**config.mk**
```make
export PLATFORM = sky130hd
export DESIGN_NAME = tssu_unit
export DESIGN_NICKNAME = d
export VERILOG_FILES = /design/src/verilog/tssu_pkg.sv /design/src/verilog/tssu_unit.sv
export SDC_FILE = /design/constraint.sdc
export NUM_CORES = 1
export LEC_CHECK = 0
export BUFFER_PORTS_ARGS = -buffer_cell sky130_fd_sc_hd__clkbuf_2
export CORE_AREA = 4 4 113 115
export DETAILED_ROUTE_END_ITERATION = 16
export DIE_AREA = 0 0 117 119
export PLACE_DENSITY = 0.78
export SETUP_SLACK_MARGIN = 0.05
export SYNTH_ARGS = -nofsm -noshare
export SYNTH_HDL_FRONTEND = slang
export SYNTH_SLANG_ARGS = --single-unit
```
**constraint.sdc**
```tcl
create_clock -name sys_clk_i -period 10.6 [get_ports sys_clk_i]
set_clock_uncertainty 0.1 [all_clocks]
set_input_delay 1.06 -clock sys_clk_i [delete_from_list [all_inputs] [get_ports sys_clk_i]]
set_output_delay 1.06 -clock sys_clk_i [all_outputs]
set_load 0.01 [all_outputs]
```
**src/verilog/tssu_pkg.sv**
```systemverilog
package tssu_pkg;

  localparam int XLEN = 64;
  localparam int IMM_W = 16;

  // instruction word fields
  localparam int OP_HI = 31;
  localparam int OP_LO = 26;
  localparam int SUB_HI = 20;
  localparam int SUB_LO = 16;
  localparam int FN_HI = 5;
  localparam int FN_LO = 0;
  localparam int IMM_HI = 15;
  localparam int IMM_SIGN = 15;
  localparam int SEL_HI = 2;
  localparam int GRP_HI = 5;
  localparam int GRP_LO = 3;

  // primary opcodes
  localparam logic [5:0] OP_SPECIAL = 6'h00;
  localparam logic [5:0] OP_IMM_CLASS = 6'h01;

  // function codes of the register-type group
  localparam logic [5:0] FN_SYSCALL = 6'h0C;
  localparam logic [5:0] FN_BREAK = 6'h0D;
  localparam logic [5:0] FN_SYNC = 6'h0F;
  localparam logic [2:0] FN_TRAP_GRP = 3'h6;

  // sub codes of the register-immediate class
  localparam logic [1:0] RI_TRAP_GRP = 2'h1;

  // compare selector, low three bits of funct or sub
  localparam logic [2:0] SEL_GE = 3'h0;
  localparam logic [2:0] SEL_GEU = 3'h1;
  localparam logic [2:0] SEL_LT = 3'h2;
  localparam logic [2:0] SEL_LTU = 3'h3;
  localparam logic [2:0] SEL_EQ = 3'h4;
  localparam logic [2:0] SEL_NE = 3'h6;

  typedef enum logic [1:0] {
    CAUSE_NONE    = 2'h0,
    CAUSE_SYSCALL = 2'h1,
    CAUSE_BREAK   = 2'h2,
    CAUSE_TRAP    = 2'h3
  } tssu_cause_e;

  typedef enum logic [1:0] {
    ST_IDLE      = 2'h0,
    ST_SYNC_WAIT = 2'h1,
    ST_EXC_HOLD  = 2'h3
  } tssu_state_e;

  typedef struct packed {
    logic [31:0]     instr;
    logic [XLEN-1:0] pc;
    logic [XLEN-1:0] first_operand_reg;
    logic [XLEN-1:0] second_operand_reg;
    logic            is_mem;
  } tssu_req_s;

  typedef struct packed {
    tssu_cause_e     cause;
    logic [XLEN-1:0] epc;
  } tssu_exc_s;

endpackage

```
**src/verilog/tssu_unit.sv**
```systemverilog
`timescale 1ns/10ps
// How it works
// RL1 - barrier holds later memory ops until drained; an exception raised in the wait ends it, so ops resume at ack
// RL2 - system-call always raises its exception
// RL3 - debug-stop always raises breakpoint exception
// RL4 - both decoded from register-type function field
// RL5 - traps only with extended ISA enabled
// RL6 - register trap on signed greater-or-equal
// RL7 - register trap on unsigned greater-or-equal
// RL8 - register trap on signed less-than
// RL9 - register trap on unsigned less-than
// RL10 - register trap when operands equal
// RL11 - register trap when operands differ
// RL12 - signed immediate traps use sign-extended immediate
// RL13 - unsigned immediate traps compare unsigned
// RL14 - immediate trap on equal
// RL15 - immediate trap on not equal
// RL16 - false trap retires quietly, no register write
// RL17 - exception precise, younger work held off
module tssu_unit #(
  parameter bit EXT_ISA = 1'b1
) (
  input  wire logic               sys_clk_i,
  input  wire logic               rstn_i,
  input  wire logic               req_valid_i,
  input  wire tssu_pkg::tssu_req_s req_i,
  output logic                    req_ready_o,
  input  wire logic               lsu_pending_i,
  output logic                    mem_hold_o,
  output logic                    exc_valid_o,
  output tssu_pkg::tssu_exc_s     exc_o,
  output logic                    flush_younger_o,
  input  wire logic               exc_ack_i,
  output logic                    retire_o
);

  ////////////////////////////////////////////////////////////////////////////
  // helpers

  function automatic logic [tssu_pkg::XLEN-1:0] ext_imm(
    input logic [tssu_pkg::IMM_HI:0] imm
  );
    ext_imm = {{(tssu_pkg::XLEN-tssu_pkg::IMM_W){imm[tssu_pkg::IMM_SIGN]}}, imm};
  endfunction

  function automatic logic cmp_hit(
    input logic [2:0]                sel,
    input logic [tssu_pkg::XLEN-1:0] a,
    input logic [tssu_pkg::XLEN-1:0] b
  );
    logic hit;
    hit = 1'b0;
    unique case (sel)
      tssu_pkg::SEL_GE:  hit = ($signed(a) >= $signed(b));
      tssu_pkg::SEL_GEU: hit = (a >= b);
      tssu_pkg::SEL_LT:  hit = ($signed(a) < $signed(b));
      tssu_pkg::SEL_LTU: hit = (a < b);
      tssu_pkg::SEL_EQ:  hit = (a == b);
      tssu_pkg::SEL_NE:  hit = (a != b);
      default:           hit = 1'b0;
    endcase
    cmp_hit = hit;
  endfunction

  ////////////////////////////////////////////////////////////////////////////
  // decode

  tssu_pkg::tssu_state_e state_q;
  tssu_pkg::tssu_state_e state_d;
  logic                  exc_valid_q;
  tssu_pkg::tssu_exc_s   exc_q;
  tssu_pkg::tssu_exc_s   exc_d;
  logic                  retire_q;

  wire [5:0] op_w = req_i.instr[tssu_pkg::OP_HI:tssu_pkg::OP_LO];
  wire [5:0] fn_w = req_i.instr[tssu_pkg::FN_HI:tssu_pkg::FN_LO];
  wire [4:0] sub_w = req_i.instr[tssu_pkg::SUB_HI:tssu_pkg::SUB_LO];
  wire [tssu_pkg::IMM_HI:0] imm_w = req_i.instr[tssu_pkg::IMM_HI:0];

  wire is_special_w = (op_w == tssu_pkg::OP_SPECIAL);
  wire is_imm_class_w = (op_w == tssu_pkg::OP_IMM_CLASS);

  wire is_syscall_w = is_special_w && (fn_w == tssu_pkg::FN_SYSCALL); // see RL4
  wire is_break_w = is_special_w && (fn_w == tssu_pkg::FN_BREAK); // see RL4
  wire is_sync_w = is_special_w && (fn_w == tssu_pkg::FN_SYNC);

  // selector codes 5 and 7 are holes in both trap groups
  wire sel_ok_reg_w = (fn_w[tssu_pkg::SEL_HI:0] != 3'h5) && (fn_w[tssu_pkg::SEL_HI:0] != 3'h7);
  wire sel_ok_imm_w = (sub_w[tssu_pkg::SEL_HI:0] != 3'h5) && (sub_w[tssu_pkg::SEL_HI:0] != 3'h7);

  wire trap_reg_w = EXT_ISA && is_special_w && sel_ok_reg_w
                  && (fn_w[tssu_pkg::GRP_HI:tssu_pkg::GRP_LO] == tssu_pkg::FN_TRAP_GRP); // see RL5
  wire trap_imm_w = EXT_ISA && is_imm_class_w && sel_ok_imm_w
                  && (sub_w[4:3] == tssu_pkg::RI_TRAP_GRP); // see RL5
  wire is_trap_w = trap_reg_w || trap_imm_w;

  wire [2:0] sel_w = trap_reg_w ? fn_w[tssu_pkg::SEL_HI:0] : sub_w[tssu_pkg::SEL_HI:0];

  // unsigned immediate forms still sign-extend, then compare unsigned
  wire [tssu_pkg::XLEN-1:0] imm_x_w = ext_imm(imm_w); // see RL12 see RL13
  wire [tssu_pkg::XLEN-1:0] opb_w = trap_reg_w ? req_i.second_operand_reg : imm_x_w;

  // see RL6 see RL7 see RL8 see RL9 see RL10 see RL11 see RL14 see RL15
  wire trap_hit_w = is_trap_w && cmp_hit(sel_w, req_i.first_operand_reg, opb_w);

  ////////////////////////////////////////////////////////////////////////////
  // handshake

  // during the barrier only memory ops wait; alu work flows on
  wire sync_block_w = (state_q == tssu_pkg::ST_SYNC_WAIT) && req_i.is_mem; // see RL1
  wire hold_w = (state_q == tssu_pkg::ST_EXC_HOLD); // see RL17

  assign req_ready_o = !hold_w && !sync_block_w;

  wire acc_w = req_valid_i && req_ready_o;
  wire raise_w = acc_w && (is_syscall_w || is_break_w || trap_hit_w); // see RL2 see RL3
  wire quiet_w = acc_w && (is_sync_w || (is_trap_w && !trap_hit_w)); // see RL16

  assign mem_hold_o = (state_q == tssu_pkg::ST_SYNC_WAIT)
                    || (acc_w && is_sync_w && lsu_pending_i); // see RL1

  assign flush_younger_o = hold_w; // see RL17

  ////////////////////////////////////////////////////////////////////////////
  // state

  always_comb begin
    state_d = state_q;
    unique case (state_q)
      tssu_pkg::ST_IDLE: begin
        if (raise_w) begin
          state_d = tssu_pkg::ST_EXC_HOLD;
        end else if (acc_w && is_sync_w && lsu_pending_i) begin
          state_d = tssu_pkg::ST_SYNC_WAIT;
        end
      end
      tssu_pkg::ST_SYNC_WAIT: begin
        if (raise_w) begin
          state_d = tssu_pkg::ST_EXC_HOLD;
        end else if (!lsu_pending_i) begin
          state_d = tssu_pkg::ST_IDLE;
        end
      end
      tssu_pkg::ST_EXC_HOLD: begin
        if (exc_ack_i) begin
          state_d = tssu_pkg::ST_IDLE;
        end
      end
      default: state_d = tssu_pkg::ST_IDLE;
    endcase
  end

  always_comb begin
    exc_d.epc = req_i.pc;
    if (is_syscall_w) begin
      exc_d.cause = tssu_pkg::CAUSE_SYSCALL;
    end else if (is_break_w) begin
      exc_d.cause = tssu_pkg::CAUSE_BREAK;
    end else begin
      exc_d.cause = tssu_pkg::CAUSE_TRAP;
    end
  end

  always_ff @(posedge sys_clk_i) begin
    if (!rstn_i) begin
      state_q <= tssu_pkg::ST_IDLE;
      exc_valid_q <= 1'b0;
      retire_q <= 1'b0;
    end else begin
      state_q <= state_d;
      exc_valid_q <= raise_w;
      retire_q <= quiet_w;
    end
  end

  // cause and epc keep the last reported exception until the next one
  always_ff @(posedge sys_clk_i) begin
    if (!rstn_i) begin
      exc_q <= '{cause: tssu_pkg::CAUSE_NONE, epc: '0};
    end else if (raise_w) begin
      exc_q <= exc_d;
    end
  end

  assign exc_valid_o = exc_valid_q;
  assign exc_o = exc_q;
  assign retire_o = retire_q;

  ////////////////////////////////////////////////////////////////////////////
  // checks

  // reference immediate built apart from the datapath helper, so a slip there shows up
  wire [tssu_pkg::XLEN-1:0] chk_imm_w = {{(tssu_pkg::XLEN-tssu_pkg::IMM_W){req_i.instr[tssu_pkg::IMM_SIGN]}},
                                         req_i.instr[tssu_pkg::IMM_HI:0]};

  a_sync_blocks_mem: assert property (@(posedge sys_clk_i) disable iff (!rstn_i) // see RL1
    (state_q == tssu_pkg::ST_SYNC_WAIT) && req_i.is_mem |-> !req_ready_o && mem_hold_o)
    else $error("memory op accepted during barrier");

  a_sync_release: assert property (@(posedge sys_clk_i) disable iff (!rstn_i) // see RL1
    (state_q == tssu_pkg::ST_SYNC_WAIT) && !lsu_pending_i && !raise_w
    |=> state_q == tssu_pkg::ST_IDLE)
    else $error("barrier not released after drain");

  a_syscall_raise: assert property (@(posedge sys_clk_i) disable iff (!rstn_i) // see RL2
    acc_w && is_syscall_w |=> exc_valid_o && (exc_o.cause == tssu_pkg::CAUSE_SYSCALL)
    && (exc_o.epc == $past(req_i.pc)))
    else $error("system call exception missing");

  a_break_raise: assert property (@(posedge sys_clk_i) disable iff (!rstn_i) // see RL3
    acc_w && is_break_w |=> exc_valid_o && (exc_o.cause == tssu_pkg::CAUSE_BREAK))
    else $error("breakpoint exception missing");

  a_base_no_trap: assert property (@(posedge sys_clk_i) disable iff (!rstn_i) // see RL5
    !EXT_ISA && acc_w && !is_syscall_w && !is_break_w |=> !exc_valid_o)
    else $error("trap raised in base variant");

  a_ge_signed_reg: assert property (@(posedge sys_clk_i) disable iff (!rstn_i) // see RL6
    acc_w && trap_reg_w && (sel_w == tssu_pkg::SEL_GE)
    |=> exc_valid_o == ($signed($past(req_i.first_operand_reg)) >= $signed($past(req_i.second_operand_reg))))
    else $error("signed register compare wrong");

  a_lt_unsigned_imm: assert property (@(posedge sys_clk_i) disable iff (!rstn_i) // see RL13
    acc_w && trap_imm_w && (sel_w == tssu_pkg::SEL_LTU)
    |=> exc_valid_o == ($past(req_i.first_operand_reg) < $past(chk_imm_w)))
    else $error("unsigned immediate compare wrong");

  a_quiet_retire: assert property (@(posedge sys_clk_i) disable iff (!rstn_i) // see RL16
    acc_w && is_trap_w && !trap_hit_w |=> retire_o && !exc_valid_o)
    else $error("false trap did not retire quietly");

  a_exc_precise: assert property (@(posedge sys_clk_i) disable iff (!rstn_i) // see RL17
    exc_valid_o |-> flush_younger_o && !req_ready_o && !retire_o)
    else $error("younger work not held on exception");

  a_hold_until_ack: assert property (@(posedge sys_clk_i) disable iff (!rstn_i) // see RL17
    hold_w && !exc_ack_i |=> hold_w)
    else $error("hold dropped before acknowledge");

  // every trap form is judged one cycle on, at the exception pulse itself
  a_ge_unsigned_reg: assert property (@(posedge sys_clk_i) disable iff (!rstn_i) // see RL7
    acc_w && trap_reg_w && (sel_w == tssu_pkg::SEL_GEU)
    |=> exc_valid_o == ($past(req_i.first_operand_reg) >= $past(req_i.second_operand_reg)))
    else $error("unsigned register ge compare wrong");

  a_lt_signed_reg: assert property (@(posedge sys_clk_i) disable iff (!rstn_i) // see RL8
    acc_w && trap_reg_w && (sel_w == tssu_pkg::SEL_LT)
    |=> exc_valid_o == ($signed($past(req_i.first_operand_reg)) < $signed($past(req_i.second_operand_reg))))
    else $error("signed register lt compare wrong");

  a_lt_unsigned_reg: assert property (@(posedge sys_clk_i) disable iff (!rstn_i) // see RL9
    acc_w && trap_reg_w && (sel_w == tssu_pkg::SEL_LTU)
    |=> exc_valid_o == ($past(req_i.first_operand_reg) < $past(req_i.second_operand_reg)))
    else $error("unsigned register lt compare wrong");

  a_equal_reg: assert property (@(posedge sys_clk_i) disable iff (!rstn_i) // see RL10
    acc_w && trap_reg_w && (sel_w == tssu_pkg::SEL_EQ)
    |=> exc_valid_o == ($past(req_i.first_operand_reg) == $past(req_i.second_operand_reg)))
    else $error("register equal compare wrong");

  a_notequal_reg: assert property (@(posedge sys_clk_i) disable iff (!rstn_i) // see RL11
    acc_w && trap_reg_w && (sel_w == tssu_pkg::SEL_NE)
    |=> exc_valid_o == ($past(req_i.first_operand_reg) != $past(req_i.second_operand_reg)))
    else $error("register not equal compare wrong");

  a_ge_signed_imm: assert property (@(posedge sys_clk_i) disable iff (!rstn_i) // see RL12
    acc_w && trap_imm_w && (sel_w == tssu_pkg::SEL_GE)
    |=> exc_valid_o == ($signed($past(req_i.first_operand_reg)) >= $signed($past(chk_imm_w))))
    else $error("signed immediate ge compare wrong");

  a_lt_signed_imm: assert property (@(posedge sys_clk_i) disable iff (!rstn_i) // see RL12
    acc_w && trap_imm_w && (sel_w == tssu_pkg::SEL_LT)
    |=> exc_valid_o == ($signed($past(req_i.first_operand_reg)) < $signed($past(chk_imm_w))))
    else $error("signed immediate lt compare wrong");

  a_ge_unsigned_imm: assert property (@(posedge sys_clk_i) disable iff (!rstn_i) // see RL13
    acc_w && trap_imm_w && (sel_w == tssu_pkg::SEL_GEU)
    |=> exc_valid_o == ($past(req_i.first_operand_reg) >= $past(chk_imm_w)))
    else $error("unsigned immediate ge compare wrong");

  a_equal_imm: assert property (@(posedge sys_clk_i) disable iff (!rstn_i) // see RL14
    acc_w && trap_imm_w && (sel_w == tssu_pkg::SEL_EQ)
    |=> exc_valid_o == ($past(req_i.first_operand_reg) == $past(chk_imm_w)))
    else $error("immediate equal compare wrong");

  a_notequal_imm: assert property (@(posedge sys_clk_i) disable iff (!rstn_i) // see RL15
    acc_w && trap_imm_w && (sel_w == tssu_pkg::SEL_NE)
    |=> exc_valid_o == ($past(req_i.first_operand_reg) != $past(chk_imm_w)))
    else $error("immediate not equal compare wrong");

  a_sync_hold_set: assert property (@(posedge sys_clk_i) disable iff (!rstn_i) // see RL1
    acc_w && is_sync_w && lsu_pending_i
    |-> mem_hold_o ##1 mem_hold_o)
    else $error("barrier hold not raised");

  a_sync_retire: assert property (@(posedge sys_clk_i) disable iff (!rstn_i) // see RL16
    acc_w && is_sync_w |=> retire_o && !exc_valid_o)
    else $error("barrier did not retire");

  a_exc_one_pulse: assert property (@(posedge sys_clk_i) disable iff (!rstn_i) // see RL17
    exc_valid_o |=> !exc_valid_o)
    else $error("exception pulse longer than one cycle");

  a_ack_release: assert property (@(posedge sys_clk_i) disable iff (!rstn_i) // see RL17
    hold_w && exc_ack_i
    |=> !flush_younger_o && req_ready_o)
    else $error("acknowledge did not release the hold");

endmodule

```
==> results of run 1 <==
## layout by cell type, fill, tap and decap left out, types with 2 or more instances in the layout
master	count
buf_4	4
nand2b_1	2
clkbuf_16	9
o21ai_0	14
nand2_1	155
ha_1	64
a211o_1	2
bufinv_16	2
nand3_1	12
clkbuf_2	294
inv_1	8
a21o_1	3
a21boi_1	2
and4_1	2
o211a_1	2
a211oi_1	3
nor3_1	5
nor2b_1	3
o31ai_1	2
nor2_1	15
a21oi_1	81
mux2i_1	76
and3_1	3
nand3b_1	5
dfxtp_1	70
o21a_1	2
inv_6	2
o211ai_1	2
nand4_1	14
a221oi_1	3
## per-stage QoR
stage | hold slack (ns) | power [W] | instances | util (%) | setup slack (ns)
5_1_grt | 0.375 | 0.000753 | 1033 | 57.5 | 3.93
3_3_place_gp | 0.342 | 0.000393 | 1017 | 54.8 | 4.06
2_1_floorplan | 0.379 | 0.000337 | 607 | - | 5.47
6_report | 0.351 | 0.000714 | 1033 | 57.5 | 4.31
4_1_cts | 0.357 | 0.000722 | 1033 | 57.5 | 4.33
3_5_place_dp | 0.346 | 0.000396 | 1017 | 54.8 | 4.02
## metal layers
metal,global-route usage [%],vias up
met4,9.89,0
met2,36.8,218
met3,5.39,48
li1,-,2714
met5,0,-
met1,22.7,2376
## area by class of cell
| class | instances | share of cell area (%) |
|---|---|---|
| multi-input combinational | 494 | 49.4 |
| timing repair buffer | 298 | 22.1 |
| sequential | 70 | 20.6 |
| clock buffer | 10 | 3.37 |
| tap | 147 | 2.71 |
| clock inverter | 6 | 1.38 |
| inverter | 8 | 0.442 |
## flip-flops by register name (all words and copies together), names as in the netlist
| signal | count |
|---|---|
| state_q | 2 |
| retire_o | 1 |
| exc_valid_o | 1 |
| exc_o | 66 |
## worst max path at each step
stage,from,end,cells past startpoint
2_1_floorplan,req_i[193],exc_o[30],20
3_3_place_gp,req_i[193],exc_o[52],18
3_5_place_dp,req_i[219],exc_o[18],18
4_1_cts,req_i[219],exc_o[53],18
5_1_grt,req_i[220],exc_o[53],18
6_report,req_i[193],exc_o[53],18
## logic make-up (layout without fill, tap and decap cells)
kind of cell | Yosys count | after routing | share of synthesized area [%]
compound gates | 125 | 125 | 15.2
xor+xnor | 1 | 1 | 0.177
fa+ha+maj | 64 | 64 | 16.1
buf+inv | 43 | 322 | 4.39
flops | 70 | 70 | 28.3
mux | 76 | 76 | 15.3
simple gates | 228 | 228 | 20.5
## worst max-delay path: stages
cell       delay, ns
clkbuf_2        0.17
nand2_1         0.09
nand4_1         0.17
nor2_4          0.76
buf_4           0.49
a21oi_1         0.13
ha_1            0.45
nand4_2         0.15
nor4_2          0.38
and3_1          0.30
and3_1          0.24
a211oi_2        0.10
a21boi_1        0.20
a2bb2oi_2       0.24
o31ai_4         0.13
a21oi_4         0.16
buf_4           0.87
mux2i_1         0.29
## power groups by stage
stage          sequential (W)  combinational (W)  clock, W
6_report             0.000263           0.000127  0.000324
2_1_floorplan        0.000269          0.0000674         0
3_3_place_gp         0.000269           0.000124         0
5_1_grt              0.000263           0.000144  0.000345
3_5_place_dp         0.000269           0.000126         0
4_1_cts              0.000263           0.000127  0.000331
==> out/metrics.yaml, run 1 <==
floorplanning:
  die-area_mm2: 0.0139
  fp.dieW_um: 117
  die_height_um: 119
  initial_core_util_pct: 42.0
  core-area_mm2: 0.0118
  fp-row-count: 40
  ioPinCount: 301
worst_setup_path:
  setup.worst_path.start_class: "input port"
  r2r_start: "state_q[1]"
  cp_data_arrival_time_ns: 6.43
  critPathKind: "in -> reg"
  cp.required_ns: 10.74
  r2r_end: "exc_o[53]"
  ff2ff_setup_slack_ns: 8.06
  cp_max_fo: 67
  cp-end-kind: "register"
  r2r_cells: 5
clocking:
  cts-hold-fix-buffers: 0
  root_buffer: "clkbuf_16"
  ctsResizeCount: 0
  post_cts_buffers: 0
  cts.htree.levels: 3
  cts_buffers: 9
  clock_path_buffers: 2
  cts_tree: "done"
  cts_sinks: 70
  clock_latency_ns: 0.32
  path_clk_slew_ns: 0.06
timing:
  min_period_over_period_pct: 59.3
  finalSetupViolations: 0
  slew-limit-headroom_pct: 26.1
  worst_pin_slew_ns: 1.11
  period_needed_ns: 6.29
  hold_viol_final: 0
  fmax_ghz: 0.159
  rsz0062_at_grt: "false"
  tns_ns: 0
  maxSlewViolCount: 0
power_and_ir_drop:
  leakagePower_nw: 3.30
  power_frac_comb_pct: 17.7
  switching_share_pct: 25.2
  p_per_area_mw_per_mm2: 105
  seqPwrFrac_pct: 36.9
  p_switching_w: 0.000180
  pwr-share-clk_pct: 45.4
  vdd_drop_max_mv: 0.0739
  p_int_w: 0.000534
grt:
  grt_pass1_wl_um: 23200
  antenna_found_initial: 0
  grt-ovfl-total: 0
  grt_max_degree: 92
  grtUsageTotal_pct: 20.8
  grt_pass1_vias: 5006
yosys:
  syn_inst: 607
  synth_commonest_cells: "nand2_1, a21oi_1, mux2i_1, dfxtp_1, ha_1"
  async_reset_ff_share_pct: 0
  synth_top_cell_area_share_pct: 28.3
  synth_cell_types: 52
  yosys-top-cells-area: "dfxtp_1, ha_1, mux2i_1, nand2_1, a21oi_1"
  synth_warnings: 0
  syn_area_mm2: 0.00496
  seq_area_frac_synth_pct: 28.3
  ys_ff_latch: 70
  synthesis.nets: 901
  post-synth-top-count-cell: "nand2_1"
  synth_enable_flop_cells: 0
  yosysTopAreaCell: "dfxtp_1"
  synth_top_flop_cell: "dfxtp_1"
  syn_area_per_cell_um2: 8.17
cells_and_area:
  final_layout_size_suffix_gt1_share_pct: 36.6
  diodes: 0
  fin_nets: 1175
  seqCellArea_mm2: 0.00140
  multiInputGateArea_mm2: 0.00335
  fin_area_mm2: 0.00679
  n_fill_cell: 1125
  syn_to_final_growth_pct: 37.0
run_status:
  outcome: "complete, no violations"
routing:
  post_drt_via_cell_ratio: 5.18
  wl_um: 15500
  m1WireLength_um: 6010
  vias: 5356
  drt.antenna.violating_nets: 0
  maxUsedRoutingLayer: "met4"
  drt_iter0_drc: 265
  drc: 0
  firstDrtPassIters: 5
  routed-wl-met3_um: 1060
  wl_per_cell_um: 15.0
  dr_wl_met2_um: 7710
placement:
  dp_hpwl_um: 12700
  place_area_mm2: 0.00647
  place_congestion: 0.852
  place.port_buffers: 295
min_path:
  hold-path-cell-count: 2
  hold_end: "exc_o[43]"
  hold_path.startpoint: "exc_o[43]"
  worst_hold_path_type: "reg -> reg"
flow_run:
  maxCapViolations: 0
Power figures use the tool's default switching activity.
==> run 2: changes to the inputs <==
--- a/config.mk
+++ b/config.mk
@@ -6,9 +6,10 @@
 export NUM_CORES = 1
 export LEC_CHECK = 0
 export BUFFER_PORTS_ARGS = -buffer_cell sky130_fd_sc_hd__clkbuf_2
-export CORE_AREA = 4 4 113 115
+export CORE_ASPECT_RATIO = 1.25
+export CORE_MARGIN = 4
+export CORE_UTILIZATION = 40
 export DETAILED_ROUTE_END_ITERATION = 16
-export DIE_AREA = 0 0 117 119
 export PLACE_DENSITY = 0.78
 export SETUP_SLACK_MARGIN = 0.05
 export SYNTH_ARGS = -nofsm -noshare
==> constraint.sdc (replaced) <==
create_clock -name sys_clk_i -period 5.7 [get_ports sys_clk_i]
set_clock_uncertainty 0.1 [all_clocks]
set_input_delay 0.57 -clock sys_clk_i [delete_from_list [all_inputs] [get_ports sys_clk_i]]
set_output_delay 0.57 -clock sys_clk_i [all_outputs]
set_load 0.01 [all_outputs]
==> run 2 against run 1 <==
Critical path depth unchanged. Register-to-register slack worse by 4.4 ns. Critical endpoint is now exc_o[7]. Combinational power is 89% higher. Largest cell class unchanged. Via count about the same. Hold slack improved by 0.0040 ns. Total power is 79% higher.
==> out/metrics.yaml, run 2 (synthesis results as in run 1) <==
run_status:
  outcome: "complete, no violations"
power_and_ir_drop:
  vdd_drop_max_mv: 0.162  # +120%
  leakagePower_nw: 3.31  # +0.38%
  power.total_w: 0.00128  # +79%
  p_per_area_mw_per_mm2: 187  # +78%
floorplanning:
  die_height_um: 132  # +11%
  fp-row-count: 45  # +13%
  fp.dieW_um: 108  # -8.0%
  core-area_mm2: 0.0122  # +3.0%
  ioPinCount: 301  # unchanged
  die-area_mm2: 0.0143  # +2.4%
  initial_core_util_pct: 40.8  # -1.2 points
worst_setup_path:
  critPathKind: "in -> reg"
  crit_buf_inv: 3  # unchanged
  setup.worst_path.start_class: "input port"
  cp_max_fo: 67  # unchanged
  cpMaxStageDelayCell: "nor4bb_1"
  cp-end-kind: "register"
  path_cells: "clkbuf_2 -> nor3_1 -> nand2_1 -> nor2_4 -> buf_12 -> a21oi_1 -> ha_1 -> nand4_1 -> nor4bb_1 -> nand4_1 -> nor3_2 -> nor2b_1 -> a211o_1 -> a21boi_2 -> o31ai_4 -> a21oi_4 -> buf_12 -> mux2i_1"
  cp_data_arrival_time_ns: 4.92  # -1.51 ns
  crit_end: "exc_o[7]"
  cp.required_ns: 5.85  # -4.89 ns
  r2r_start: "state_q[1]"
  ff2ff_setup_slack_ns: 3.66  # -4.40 ns
  r2r_end: "exc_o[7]"
  worst-path-stages: 18  # unchanged
  critPathMaxStageDelay_ns: 0.51  # -0.36 ns
  cp_top_family: "simple AND/OR/NAND/NOR gates"
  r2r_cells: 5  # unchanged
  startpoint: "req_i[220]"
clocking:
  ctsResizeCount: 0  # unchanged
  cts-hold-fix-buffers: 0  # unchanged
  post_cts_buffers: 0  # unchanged
  cts_tree: "done"
  clock_path_buffers: 2  # unchanged
  clock_latency_ns: 0.32  # about the same
  cts.htree.levels: 3  # unchanged
  cts_buffers: 9  # unchanged
  path_clk_slew_ns: 0.06  # about the same
  root_buffer: "clkbuf_16"
  cts_sinks: 70  # unchanged
placement:
  place.port_buffers: 295  # unchanged
  place_congestion: 0.865  # +1.5%
  placed_cells: 1037  # +2.0%
  dp_hpwl_um: 13300  # +4.7%
  place_worst_setup_slack_ns: 0.633  # -3.39 ns
timing:
  fmax_ghz: 0.210
  holdWs_ns: 0.355  # +0.00403 ns
  min_period_over_period_pct: 83.6
  setup_slack_ns: 0.933  # -3.38 ns
  hold_viol_final: 0  # unchanged
  maxSlewViolCount: 0  # unchanged
  slew-limit-headroom_pct: 55.5  # +29 points
  tns_ns: 0  # unchanged
  worst_pin_slew_ns: 0.668  # -0.440 ns
  finalSetupViolations: 0  # unchanged
  period_needed_ns: 4.77
  rsz0062_at_grt: "false"
routing:
  firstDrtPassIters: 4  # -1
  wl_per_cell_um: 14.9  # -0.33%
  maxUsedRoutingLayer: "met5"
  drt.antenna.violating_nets: 0  # unchanged
  post_drt_via_cell_ratio: 5.09  # -1.9%
  drc: 0  # unchanged
  vias: 5355  # -0.019%
  dr_wl_met2_um: 7810  # +1.3%
  routed-wl-met3_um: 1600  # +50%
  m1WireLength_um: 5660  # -5.8%
  drt_iter0_drc: 215  # -19%
  wl_um: 15700  # +1.6%
grt:
  grt_pass1_wl_um: 24500  # +5.3%
  grt-ovfl-total: 0  # unchanged
  grt_pass1_vias: 5230  # +4.5%
  grt_max_degree: 74  # -20%
  antenna_found_initial: 1  # +1
  grtUsageTotal_pct: 21.4  # +0.56 points
cells_and_area:
  n_fill_cell: 1127  # +0.18%
  stdcell_count: 1053  # +1.9%
  final_cell_mix: "clkbuf_2, nand2_1, a21oi_1, mux2i_1, dfxtp_1"
  syn_to_final_growth_pct: 37.9
  final_common_cell: "clkbuf_2"
  final_layout_size_suffix_gt1_share_pct: 36.9  # +0.33 points
  diodes: 0  # unchanged
  largest_reg_flops: 66  # unchanged
  fin_nets: 1178  # +0.26%
min_path:
  worst_hold_path_type: "reg -> reg"
flow_run:
  maxCapViolations: 0  # unchanged
run 2: changes by cell type in the layout (fill, tap and decap cells not counted):
cell / before / now
buf_12: 0 / 2
buf_4: 4 / 5
clkinv_2: 0 / 2
clkinv_4: 1 / 2
inv_6: 2 / 1
bufinv_16: 2 / 1
clkbuf_1: 1 / 0
run 2: per-layer routing:
layer,up-vias,track usage (%)
met1,2345,21.9
met2,251,39.3
li1,2717,-
met3,40,6.83
met4,2,9.12
met5,-,0
run 2: worst min path at each step:
stage | from | end | cells past startpoint
final | exc_o[5] | exc_o[5] | 2
after global routing | req_i[143] | exc_o[14] | 3
after CTS | req_i[154] | exc_o[25] | 3
after detailed placement | exc_o[22] | exc_o[22] | 2
after global placement | exc_o[54] | exc_o[54] | 2
after floorplan | exc_o[0] | exc_o[0] | 2
run 2: area by class of cell:
class | instances | area (um2) | area share, %
clock inverters | 7 | 73.8 | 1.08
repair buffers | 301 | 1550 | 22.7
well taps | 164 | 205 | 3.00
clock buffers | 9 | 225 | 3.29
flip-flops and latches | 70 | 1400 | 20.5
inverters | 8 | 30.0 | 0.439
multi-input cells | 494 | 3350 | 49.0
run 2: stage by stage:
| stage | utilization, % | cell area (um2) |
|---|---|---|
| 4_1_cts | 56.2 | 6840 |
| 3_3_place_gp | 53.8 | 6540 |
| 5_1_grt | 56.2 | 6840 |
| 6_report | 56.2 | 6840 |
| 2_1_floorplan | - | 4960 |
| 3_5_place_dp | 53.8 | 6540 |
run 2: where the power goes:
part	leakage [nW]	internal [W]	switching (W)
Sequential	0.564	0.000490	0.000000250
Combinational	2.60	0.000118	0.000122
Clock	0.146	0.000340	0.000207
run 2: worst register-to-register path: stages, from the launching register on:
cell	delay [ns]
dfxtp_1	0.35
o21ai_0	0.40
nand2_1	0.24
a21oi_4	0.18
buf_12	0.38
mux2i_1	0.32
